--- src/rtl/ccgc_pkg.sv ---
// Constants, register layout and state codes for the CC port general control block.
package ccgc_pkg;
    // Register offsets and reset value.
    localparam logic [7:0] CCGC_GEN_CTRL_OFS = 8'h0A;
    localparam logic [7:0] CCGC_REV_OFS      = 8'hA0;
    localparam logic [7:0] CCGC_GEN_CTRL_RST = 8'h00;
    // Serial bus addresses selected by the address strap.
    localparam logic [6:0] CCGC_ADDR_STRAP_LO = 7'h47;
    localparam logic [6:0] CCGC_ADDR_STRAP_HI = 7'h67;
    // Clock rate in kHz and cc_settle_time_sel periods in milliseconds.
    localparam int CCGC_CLK_KHZ   = 25000;
    localparam int CCGC_DEB_MS_00 = 168;
    localparam int CCGC_DEB_MS_01 = 118;
    localparam int CCGC_DEB_MS_10 = 134;
    localparam int CCGC_DEB_MS_11 = 152;
    localparam int CCGC_DEB_W     = 23;
    // Byte framing.
    localparam logic [3:0] CCGC_BITS_PER_BYTE = 4'h8;

    typedef enum logic [1:0] {
        CCGC_ROLE_DRP  = 2'h0,
        CCGC_ROLE_UFP  = 2'h1,
        CCGC_ROLE_DFP  = 2'h2,
        CCGC_ROLE_DRP2 = 2'h3
    } ccgc_role_t;

    typedef enum logic [1:0] {
        CCGC_TRY_NONE = 2'h0,
        CCGC_TRY_SNK  = 2'h1,
        CCGC_TRY_RSVD = 2'h2,
        CCGC_TRY_SRC  = 2'h3
    } ccgc_try_t;

    // General control register layout, bit 7 first.
    typedef struct packed {
        logic [1:0] settle_sel;
        ccgc_role_t role;
        logic       soft_rst;
        ccgc_try_t  try_pol;
        logic       term_dis;
    } ccgc_gen_ctrl_t;

    typedef enum logic [4:0] {
        CCGC_ST_IDLE = 5'h01,
        CCGC_ST_ADDR = 5'h02,
        CCGC_ST_REG  = 5'h04,
        CCGC_ST_WR   = 5'h08,
        CCGC_ST_RD   = 5'h10
    } ccgc_state_t;
endpackage

--- src/rtl/ccgc_top.sv ---
// General control and revision registers of a Type-C CC controller behind a serial slave port.

// How it works
// - The two-bit settle select picks a CC cc_settle_time_sel of 168, 118, 134 or 152 ms, 168 after reset.
// - The two-bit role field picks DRP (00 or 11), UFP (01) or DFP (10), resetting to DRP.
// - Writing 1 to bit 3 starts a soft reset of the logic and the bit clears by itself.
// - A soft reset may reinitialise the connection status fields, so the host rereads them.
// - As DRP the port follows the try policy: standard, Try.SNK, reserved or Try.SRC.
// - Setting bit 0 removes the CC terminations and forces the CC machine into disabled.
// - While bit 0 is 1 the CC machine stays disabled; at 0 terminations follow the role.
// - General control sits at 0x0A, resets to 0x00, all fields writable but bit 3 set-only.
// - A read-only eight-bit revision sits at 0xA0 and ignores writes.
// - With the strap low the port answers at bus address 0x47.
// - DFP is left on a role change, on a soft reset, or on a falling chip enable.
// - Any connection status change sets a sticky flag and pulls the alert low until cleared.
module ccgc_top #(
    parameter logic [7:0] REVISION = 8'h5A, // Arbitrary value.
    parameter int DEB_CYC_00 = ccgc_pkg::CCGC_DEB_MS_00 * ccgc_pkg::CCGC_CLK_KHZ,
    parameter int DEB_CYC_01 = ccgc_pkg::CCGC_DEB_MS_01 * ccgc_pkg::CCGC_CLK_KHZ,
    parameter int DEB_CYC_10 = ccgc_pkg::CCGC_DEB_MS_10 * ccgc_pkg::CCGC_CLK_KHZ,
    parameter int DEB_CYC_11 = ccgc_pkg::CCGC_DEB_MS_11 * ccgc_pkg::CCGC_CLK_KHZ
) (
    // Clock and reset.
    input  wire logic            ref_clk_i,
    input  wire logic            arst_n_i,
    // Serial slave pins.
    input  wire logic            scl_i,
    input  wire logic            sda_i,
    output logic                 sda_o,
    output logic                 sda_oe_n_o,
    input  wire logic            addr_strap_i,
    // Chip pins and status events.
    input  wire logic            en_n_i,
    input  wire logic            csr_change_i,
    input  wire logic            int_clr_i,
    output logic                 alert_n_o,
    // CC sensing.
    input  wire logic [1:0]      cc_i,
    output logic [1:0]           cc_deb_o,
    output logic                 cc_stable_o,
    // Control to the CC state machine.
    output ccgc_pkg::ccgc_role_t role_o,
    output logic                 try_snk_o,
    output logic                 try_src_o,
    output logic                 term_en_o,
    output logic                 cc_sm_hold_o,
    output logic                 soft_rst_o,
    output logic                 dfp_exit_o
);
    // Serial slave and register state.
    ccgc_pkg::ccgc_state_t    st_r, st_nxt;
    ccgc_pkg::ccgc_gen_ctrl_t gc_r, gc_nxt;
    logic [7:0] sh_r, sh_nxt, ptr_r, ptr_nxt;
    logic [3:0] cnt_r, cnt_nxt;
    logic       ackph_r, ackph_nxt, oe_n_r, oe_n_nxt, scl_q_r, sda_q_r;
    logic [6:0] addr_r, addr_nxt;
    logic       settle_wr, role_wr;
    logic       scl_rise, scl_fall, start_c, stop_c;
    logic [7:0] rdata;

    assign scl_rise = scl_i & ~scl_q_r;
    assign scl_fall = ~scl_i & scl_q_r;
    assign start_c  = scl_i & scl_q_r & sda_q_r & ~sda_i;
    assign stop_c   = scl_i & scl_q_r & ~sda_q_r & sda_i;

    always_comb begin
        case (ptr_r)
            ccgc_pkg::CCGC_GEN_CTRL_OFS: rdata = gc_r;
            ccgc_pkg::CCGC_REV_OFS:      rdata = REVISION;
            default:                     rdata = 8'h00;
        endcase
    end

    always_comb begin
        st_nxt    = st_r;
        sh_nxt    = sh_r;
        ptr_nxt   = ptr_r;
        cnt_nxt   = cnt_r;
        ackph_nxt = ackph_r;
        oe_n_nxt  = oe_n_r;
        settle_wr = 1'b0;
        role_wr   = 1'b0;
        // Strap follows the pin after reset release.
        addr_nxt  = addr_strap_i ? ccgc_pkg::CCGC_ADDR_STRAP_HI : ccgc_pkg::CCGC_ADDR_STRAP_LO;
        gc_nxt    = gc_r;
        gc_nxt.soft_rst = 1'b0;
        if (start_c) begin
            st_nxt    = ccgc_pkg::CCGC_ST_ADDR;
            cnt_nxt   = 4'h0;
            ackph_nxt = 1'b0;
            oe_n_nxt  = 1'b1;
        end else if (stop_c) begin
            st_nxt   = ccgc_pkg::CCGC_ST_IDLE;
            oe_n_nxt = 1'b1;
        end else if (st_r != ccgc_pkg::CCGC_ST_IDLE) begin
            if (scl_rise) begin
                if (cnt_r < ccgc_pkg::CCGC_BITS_PER_BYTE) begin
                    sh_nxt  = {sh_r[6:0], sda_i};
                    cnt_nxt = cnt_r + 4'h1;
                end else if (st_r == ccgc_pkg::CCGC_ST_RD && sda_i) begin
                    st_nxt = ccgc_pkg::CCGC_ST_IDLE;
                end
            end else if (scl_fall) begin
                if (ackph_r) begin
                    ackph_nxt = 1'b0;
                    cnt_nxt   = 4'h0;
                    oe_n_nxt  = 1'b1;
                    if (st_r == ccgc_pkg::CCGC_ST_RD) begin
                        sh_nxt   = rdata;
                        oe_n_nxt = rdata[7];
                    end
                end else if (cnt_r < ccgc_pkg::CCGC_BITS_PER_BYTE) begin
                    if (st_r == ccgc_pkg::CCGC_ST_RD) begin
                        oe_n_nxt = sh_r[7];
                    end
                end else begin
                    ackph_nxt = 1'b1;
                    oe_n_nxt  = 1'b0;
                    case (st_r)
                        ccgc_pkg::CCGC_ST_ADDR: begin
                            if (sh_r[7:1] == addr_r) begin
                                st_nxt = sh_r[0] ? ccgc_pkg::CCGC_ST_RD : ccgc_pkg::CCGC_ST_REG;
                            end else begin
                                st_nxt   = ccgc_pkg::CCGC_ST_IDLE;
                                oe_n_nxt = 1'b1;
                            end
                        end
                        ccgc_pkg::CCGC_ST_REG: begin
                            ptr_nxt = sh_r;
                            st_nxt  = ccgc_pkg::CCGC_ST_WR;
                        end
                        ccgc_pkg::CCGC_ST_WR: begin
                            if (ptr_r == ccgc_pkg::CCGC_GEN_CTRL_OFS) begin
                                gc_nxt    = sh_r;
                                settle_wr = 1'b1;
                                role_wr   = (sh_r[5:4] != gc_r.role);
                            end
                        end
                        ccgc_pkg::CCGC_ST_RD: oe_n_nxt = 1'b1;
                        default: st_nxt = ccgc_pkg::CCGC_ST_IDLE;
                    endcase
                end
            end
        end
    end

    always_ff @(posedge ref_clk_i or negedge arst_n_i) begin
        if (!arst_n_i) begin
            st_r    <= ccgc_pkg::CCGC_ST_IDLE;
            gc_r    <= ccgc_pkg::CCGC_GEN_CTRL_RST;
            sh_r    <= 8'h00;
            ptr_r   <= 8'h00;
            cnt_r   <= 4'h0;
            ackph_r <= 1'b0;
            oe_n_r  <= 1'b1;
            scl_q_r <= 1'b1;
            sda_q_r <= 1'b1;
            addr_r  <= ccgc_pkg::CCGC_ADDR_STRAP_LO;
        end else begin
            st_r    <= st_nxt;
            gc_r    <= gc_nxt;
            sh_r    <= sh_nxt;
            ptr_r   <= ptr_nxt;
            cnt_r   <= cnt_nxt;
            ackph_r <= ackph_nxt;
            oe_n_r  <= oe_n_nxt;
            scl_q_r <= scl_i;
            sda_q_r <= sda_i;
            addr_r  <= addr_nxt;
        end
    end

    assign sda_o      = 1'b0;
    assign sda_oe_n_o = oe_n_r;

    // Role decode. Both 00 and 11 decode as DRP.
    logic drp;
    assign drp          = (gc_r.role == ccgc_pkg::CCGC_ROLE_DRP) ||
                          (gc_r.role == ccgc_pkg::CCGC_ROLE_DRP2);
    assign role_o       = gc_r.role;
    assign try_snk_o    = drp && gc_r.try_pol == ccgc_pkg::CCGC_TRY_SNK;
    assign try_src_o    = drp && gc_r.try_pol == ccgc_pkg::CCGC_TRY_SRC;
    assign term_en_o    = ~gc_r.term_dis;
    assign cc_sm_hold_o = gc_r.term_dis;
    assign soft_rst_o   = gc_r.soft_rst;

    // Cc_settle_time_sel of the CC levels.
    logic [ccgc_pkg::CCGC_DEB_W-1:0] deb_cnt_r, deb_cnt_nxt;
    logic [1:0] cc_prev_r, cc_prev_nxt, cc_deb_r, cc_deb_nxt;
    logic       stable_r, stable_nxt, settle_wr_r;

    function automatic logic [ccgc_pkg::CCGC_DEB_W-1:0] deb_load(input logic [1:0] sel);
        case (sel)
            2'h0:    deb_load = DEB_CYC_00[ccgc_pkg::CCGC_DEB_W-1:0];
            2'h1:    deb_load = DEB_CYC_01[ccgc_pkg::CCGC_DEB_W-1:0];
            2'h2:    deb_load = DEB_CYC_10[ccgc_pkg::CCGC_DEB_W-1:0];
            default: deb_load = DEB_CYC_11[ccgc_pkg::CCGC_DEB_W-1:0];
        endcase
    endfunction

    always_comb begin
        cc_prev_nxt = cc_i;
        cc_deb_nxt  = cc_deb_r;
        stable_nxt  = stable_r;
        deb_cnt_nxt = deb_cnt_r;
        if (cc_i != cc_prev_r || settle_wr_r || gc_r.soft_rst) begin
            deb_cnt_nxt = deb_load(gc_r.settle_sel);
            stable_nxt  = 1'b0;
        end else if (deb_cnt_r != '0) begin
            deb_cnt_nxt = deb_cnt_r - 1'b1;
        end else begin
            stable_nxt = 1'b1;
            cc_deb_nxt = cc_prev_r;
        end
    end

    // Event flags: alert, DFP exit and enable edge.
    logic int_r, int_nxt, dfp_exit_r, dfp_exit_nxt, en_n_q_r;

    always_comb begin
        int_nxt      = csr_change_i | (int_r & ~int_clr_i);
        dfp_exit_nxt = gc_r.role == ccgc_pkg::CCGC_ROLE_DFP &&
                       (role_wr || gc_nxt.soft_rst || (en_n_q_r && !en_n_i));
    end

    always_ff @(posedge ref_clk_i or negedge arst_n_i) begin
        if (!arst_n_i) begin
            deb_cnt_r   <= DEB_CYC_00[ccgc_pkg::CCGC_DEB_W-1:0];
            cc_prev_r   <= 2'h0;
            cc_deb_r    <= 2'h0;
            stable_r    <= 1'b0;
            settle_wr_r <= 1'b0;
            int_r       <= 1'b0;
            dfp_exit_r  <= 1'b0;
            en_n_q_r    <= 1'b0;
        end else begin
            deb_cnt_r   <= deb_cnt_nxt;
            cc_prev_r   <= cc_prev_nxt;
            cc_deb_r    <= cc_deb_nxt;
            stable_r    <= stable_nxt;
            settle_wr_r <= settle_wr;
            int_r       <= int_nxt;
            dfp_exit_r  <= dfp_exit_nxt;
            en_n_q_r    <= en_n_i;
        end
    end

    assign cc_deb_o    = cc_deb_r;
    assign cc_stable_o = stable_r;
    assign alert_n_o   = ~int_r;
    assign dfp_exit_o  = dfp_exit_r;
endmodule

--- config.mk ---
export PLATFORM = sky130hd
export DESIGN_NAME = ccgc_top
export DESIGN_NICKNAME = d
export VERILOG_FILES = /design/src/rtl/ccgc_pkg.sv /design/src/rtl/ccgc_top.sv
export SDC_FILE = /design/constraint.sdc
export NUM_CORES = 1
export LEC_CHECK = 0
export ABC_CLOCK_PERIOD_IN_PS = 2410
export BUFFER_PORTS_ARGS = -buffer_cell sky130_fd_sc_hd__buf_2
export CORE_UTILIZATION = 55
export DETAILED_ROUTE_END_ITERATION = 12
export GPL_ROUTABILITY_DRIVEN = 0
export PLACE_DENSITY = 0.81
export SLEW_MARGIN = 40
export SYNTH_ARGS = -nofsm -noshare
export SYNTH_HDL_FRONTEND = slang
export SYNTH_SLANG_ARGS = --single-unit
--- constraint.sdc ---
create_clock -name ref_clk_i -period 2.41 [get_ports ref_clk_i]
set_clock_uncertainty 0.05 [all_clocks]
set_input_delay 0.482 -clock ref_clk_i [delete_from_list [all_inputs] [get_ports ref_clk_i]]
set_output_delay 0.482 -clock ref_clk_i [all_outputs]
set_load 0.005 [all_outputs]
* Word level (Yosys, flattened, before mapping)
Cells that the tools add are included.
** Operators by class
- Add/subtract/negate cells :: 2
- Multipliers :: 0
- Divide/modulo/power cells :: 0
- Magnitude comparators :: 1
- Equal/unequal tests :: 27
- Shift operators :: 0
- Muxes and demuxes :: 76
- Bitwise operators :: 23
- Reductions and logical operators :: 34
** Operator list (number)
- $pmux 23 s3 :: 1
- $mux 4 :: 16
- $mux 5 :: 11
- $mux 23 :: 2
- $mux 8 :: 5
- $mux 1 :: 37
- $reduce_bool 23->1 :: 1
- $sub 23x1->23 const B :: 1
- $pmux 8 s2 :: 1
- $pmux 5 s3 :: 1
- $not 1->1 :: 14
- $ne 4x1->1 const B :: 3
- $reduce_bool 2->1 :: 6
- $reduce_bool 3->1 :: 4
- $reduce_and 9->1 :: 1
- $and 1x1->1 :: 8
- $eq 2x2->1 const B :: 4
- $eq 8x4->1 const B :: 1
- $eq 8x8->1 const B :: 1
- $reduce_and 4->1 :: 2
- $reduce_and 8->1 :: 1
- $eq 7x7->1 :: 1
- $reduce_and 7->1 :: 1
- $mux 6 :: 1
- other kinds (25) :: 39
** Word-level totals
- Bits in registers :: 76
- Bits in latches :: 0
- Memory bits (writable) :: 0
- Bits in read-only memories :: 0
- Input bits :: 10
- Output and inout port bits :: 14
- Word-level logic and storage cells :: 185
- Memories :: 0

* Logic depth before layout (Yosys ltp)
- Word-level depth :: 13
- Mapped depth :: 8

* Worst setup path before layout
OpenSTA, ideal clock, no wires.
- Path kind :: register to register
- Start :: register deb_cnt_r[0] (netlist bit)
- End :: register cc_deb_r[0], in the netlist cc_deb_o[0]
- Setup time :: 0.125 ns
- Data arrival time :: 2.183 ns
- Data required time :: 2.235 ns
- Slack :: 0.053 ns
- Stages on the path, launching flop included :: 8
- Buffers on the path :: 0
- Path through :: dfrtp_1 inv_1 ha_1 or3b_2 nor4_4 nand2_1 nor2_1 mux2_2
** Between the ends
- Longest elaborated chain between the ends :: 3
** Ends and longest elaborated chain
- start, declared :: line ccgc_top.sv:188 : logic [ccgc_pkg::CCGC_DEB_W-1:0] deb_cnt_r, deb_cnt_nxt;
- start signal, assigned :: line ccgc_top.sv:228 : deb_cnt_r <= DEB_CYC_00[ccgc_pkg::CCGC_DEB_W-1:0];
- start signal, assigned :: line ccgc_top.sv:237 : deb_cnt_r <= deb_cnt_nxt;
- $reduce_bool 23->1 :: line ccgc_top.sv:209 : end else if (deb_cnt_r != '0) begin
- $not 1->1 (no line)
- $reduce_and 2->1 (no line)
- end signal, assigned :: line ccgc_top.sv:239 : cc_deb_r <= cc_deb_nxt;
- end, declared :: line ccgc_top.sv:189 : logic [1:0] cc_prev_r, cc_prev_nxt, cc_deb_r, cc_deb_nxt;
Every way passes these cells.
A chain may end at the register's enable or synchronous reset.

* Worst setup path in the final report
- Start :: register deb_cnt_r[0] (netlist bit)
- End :: register cc_deb_r[1], in the netlist cc_deb_o[1]
The elaborated chain is that of the path after synthesis.

==> results.py <==
metrics = {
    "run_status": {
        "outcome": "complete, but fails checks",
        "violations": "design-rule violations",
    },
    "sta": {
        "max_freq_mhz": 435,
        "final.setup.worst_slack_ps": 113,
        "slew_headroom_pct": 58.9,
        "period_needed_ps": 2300,
        "drv_slew": 0,
        "hold_viol_final": 0,
        "rsz0062_at_grt": "true",
        "tightest_slew_ps": 617,
        "finalCritPeriodShare_pct": 95.3,
        "setup_viol": 0,
    },
    "clock_network": {
        "path_clk_slew_ps": 70,
        "root_buffer": "clkbuf_8",
        "cts_num_sinks": 70,
        "h-tree-depth": 3,
        "ctsLongestPathBuffers": 2,
        "cts_tree": "done",
        "postCtsSetupBuffers": 0,
        "numCtsBuffers": 9,
        "clkLatencyLatePin_ps": 350,
    },
    "placement": {
        "dpl_cell_area_mm2": 0.00402,
        "pre_cts_slack_ps": 85.8,
        "io_buffers": 22,
        "dp_hpwl_mm": 5.69,
    },
    "synthesis": {
        "seq_area_frac_synth_pct": 47.3,
        "synth_area_leader_cell": "dfrtp_1",
        "synth.avg_cell_area_um2": 10.5,
        "synth_fp_nets": 378,
        "ys_ff_latch": 70,
        "synth_edf_count": 0,
        "syn_inst": 355,
        "yosysTopAreaCellShare_pct": 41.0,
        "synthFlopType": "dfrtp_1",
        "yosys_warnings": 0,
        "async_flop_share_pct": 100,
        "synth.distinct_cells": 65,
        "synthTopCellsByArea": "dfrtp_1, dfstp_2, mux2_2",
        "syn-cell-area_mm2": 0.00372,
    },
    "floorplan": {
        "pin_count": 24,
        "fp.dieW_um": 84.3,
        "initial_core_util_pct": 57.7,
        "dieArea_mm2": 0.00710,
        "die_h_um": 84.3,
        "rows": 29,
        "core_mm2": 0.00646,
    },
    "worst_setup_path": {
        "worstSetupPathType": "register to register",
        "end_kind": "register",
        "max_stage_delay_ps": 500,
        "critPathSlowestCell": "or3b_2",
        "path_cells": "inv_1, ha_1, or3b_2, nor4_4, nand2_2, nor2_2, mux2_2",
        "arrival_ps": 2490,
        "cp_max_fo": 5,
        "crit_path_start_kind": "register",
        "crit_buf_inv": 1,
        "crit_required_ps": 2600,
        "crit_family": "simple AND/OR/NAND/NOR gates",
    },
    "routing": {
        "vias": 2879,
        "firstDrtPassIters": 9,
        "drtIter0Drc": 187,
        "ant_nets": 0,
        "wl_per_cell_um": 16.8,
        "wl_mm": 7.96,
        "drc": 2,
        "avgViaCountPerCell": 6.09,
    },
    "job": {
        "max_cap_viol_count": 0,
    },
    "pwr": {
        "vdd_drop_max_uv": 354,
        "p_comb_share_pct": 13.7,
        "seqPwrFrac_pct": 48.9,
        "pwr-share-clk_pct": 37.5,
        "switching_power_mw": 0.767,
        "p_leak_nw": 1.91,
        "p_int_mw": 2.02,
        "power.density_mw_per_mm2": 657,
        "netSwitchingFraction_pct": 27.5,
    },
    "finish": {
        "final_nets": 414,
        "diodes": 0,
        "areaGrowthSynthToFinish_pct": 13.8,
        "finalInstanceArea_mm2": 0.00424,
        "drive_gt1_share_pct": 25.3,
    },
    "global_route": {
        "grt_first_pass_wirelength_mm": 13.6,
        "grt_pass1_vias": 2798,
        "grt_usage_pct": 24.3,
        "gr-total-overflow": 0,
        "grt_max_degree": 26,
        "antenna_found_initial": 0,
    },
    "min_path": {
        "min_path_type": "primary input to async pin",
    },
}
[timing repair]
item                                    in CTS  in global routing
hold endpoints to repair                     0                  0
endpoints found under the setup margin       0                 12
hold buffers                                 0                  0
resized for setup                            0                  3
[kinds of logic (layout without fill, tap and decap cells)]
| kind of cell | after synthesis | count (layout) | share of synthesized area, % |
|---|---|---|---|
| buf+inv | 33 | 74 | 3.86 |
| compound gates | 75 | 75 | 13.8 |
| fa+ha+maj | 13 | 13 | 4.37 |
| other cells | 1 | 1 | 0.101 |
| simple gates | 117 | 117 | 18.1 |
| flops | 70 | 70 | 47.3 |
| xor+xnor | 22 | 22 | 5.17 |
| mux | 24 | 24 | 7.16 |
[path summary, 6_finish.rpt]
path | to | depth (start not counted) | from | slack [ps]
min | deb_cnt_r[0] | 1 | arst_n_i | 90
max | cc_deb_o[1] | 7 | deb_cnt_r[0] | 110
max reg2reg | cc_deb_o[1] | 7 | deb_cnt_r[0] | 110
min in group ref_clk_i | addr_r[5] | 1 | addr_strap_i | 180
max in group asynchronous | sda_q_r | 2 | arst_n_i | 1600
min reg2reg | cc_deb_o[0] | 1 | cc_deb_o[0] | 460
[stage by stage]
stage	setup TNS, ps	cells	utilization (%)	hold WS [ps]	power [mW]
5_1_grt	-14.6	473	65.6	114	2.91
4_1_cts	0	473	65.5	101	2.79
6_report	0	473	65.6	85.8	2.78
3_5_place_dp	0	457	62.2	448	1.76
2_1_floorplan	0	355	-	136	1.62
3_3_place_gp	0	457	62.2	438	1.74
[placed cells by master (no fill, tap or decap), drive strengths merged, types with 11 or more instances in the layout]
cell,Yosys,routed
a21oi,14,14
buf,6,39
clkbuf,8,11
dfrtp,61,61
ha,13,13
inv,19,19
mux2,21,21
nand2,30,30
nor2,21,21
nor3,12,12
o21ai,19,19
xnor2,14,14
[layer usage]
layer / GRT usage, % / wire length (µm) / up-vias / part of all wire [%]
met4: 9.09 / 139 / 0 / 1.7
met2: 39.9 / 3960 / 109 / 50
met3: 5.70 / 504 / 15 / 6.3
met5: 0 / 0 / - / 0
met1: 31.5 / 3350 / 1407 / 42
li1: - / - / 1348 / -
[registers in the layout, indices dropped and copies added, names as in the netlist]
signal and cells:
ptr_r 8, gc_r 4, addr_r 1, dfp_exit_o 1, st_r 5, cc_deb_o 2
sda_q_r 1, cnt_r 4, soft_rst_o 1, settle_wr_r 1, deb_cnt_r 23, cc_sm_hold_o 1
sh_r 8, ackph_r 1, cc_prev_r 2, en_n_q_r 1, scl_q_r 1, int_r 1
sda_oe_n_o 1, cc_stable_o 1, role_o 2
[power by group through the flow]
stage          clock network, mW  registers [mW]  logic (mW)
3_3_place_gp                   0            1.38       0.368
6_report                    1.04            1.36       0.380
2_1_floorplan                  0            1.35       0.265
5_1_grt                     1.11            1.37       0.434
4_1_cts                     1.05            1.36       0.380
3_5_place_dp                   0            1.38       0.376
[synth_stat cells, drive strengths merged, types with 4 or more instances]
| cell type | number |
|---|---|
| inv | 19 |
| a31oi | 4 |
| or4 | 9 |
| xnor2 | 14 |
| ha | 13 |
| buf | 6 |
| a21oi | 14 |
| nor3 | 12 |
| clkbuf | 8 |
| nand3b | 5 |
| a221oi | 6 |
| xor2 | 8 |
| a21o | 5 |
| o22ai | 4 |
| nor4 | 9 |
| nand2b | 6 |
| nor2 | 21 |
| dfrtp | 61 |
| dfstp | 9 |
| nand2 | 30 |
| mux2 | 21 |
| o21ai | 19 |
[layout make-up]
cell class	count	area, µm²
clock inverters	5	83.8
clock buffers	11	131
well taps	77	96.3
multi-input cells	252	1830
inverters	19	71.3
flip-flops and latches	70	1760
repair buffers	39	263
fillers	516	2220
Power figures use the tool's default switching activity.
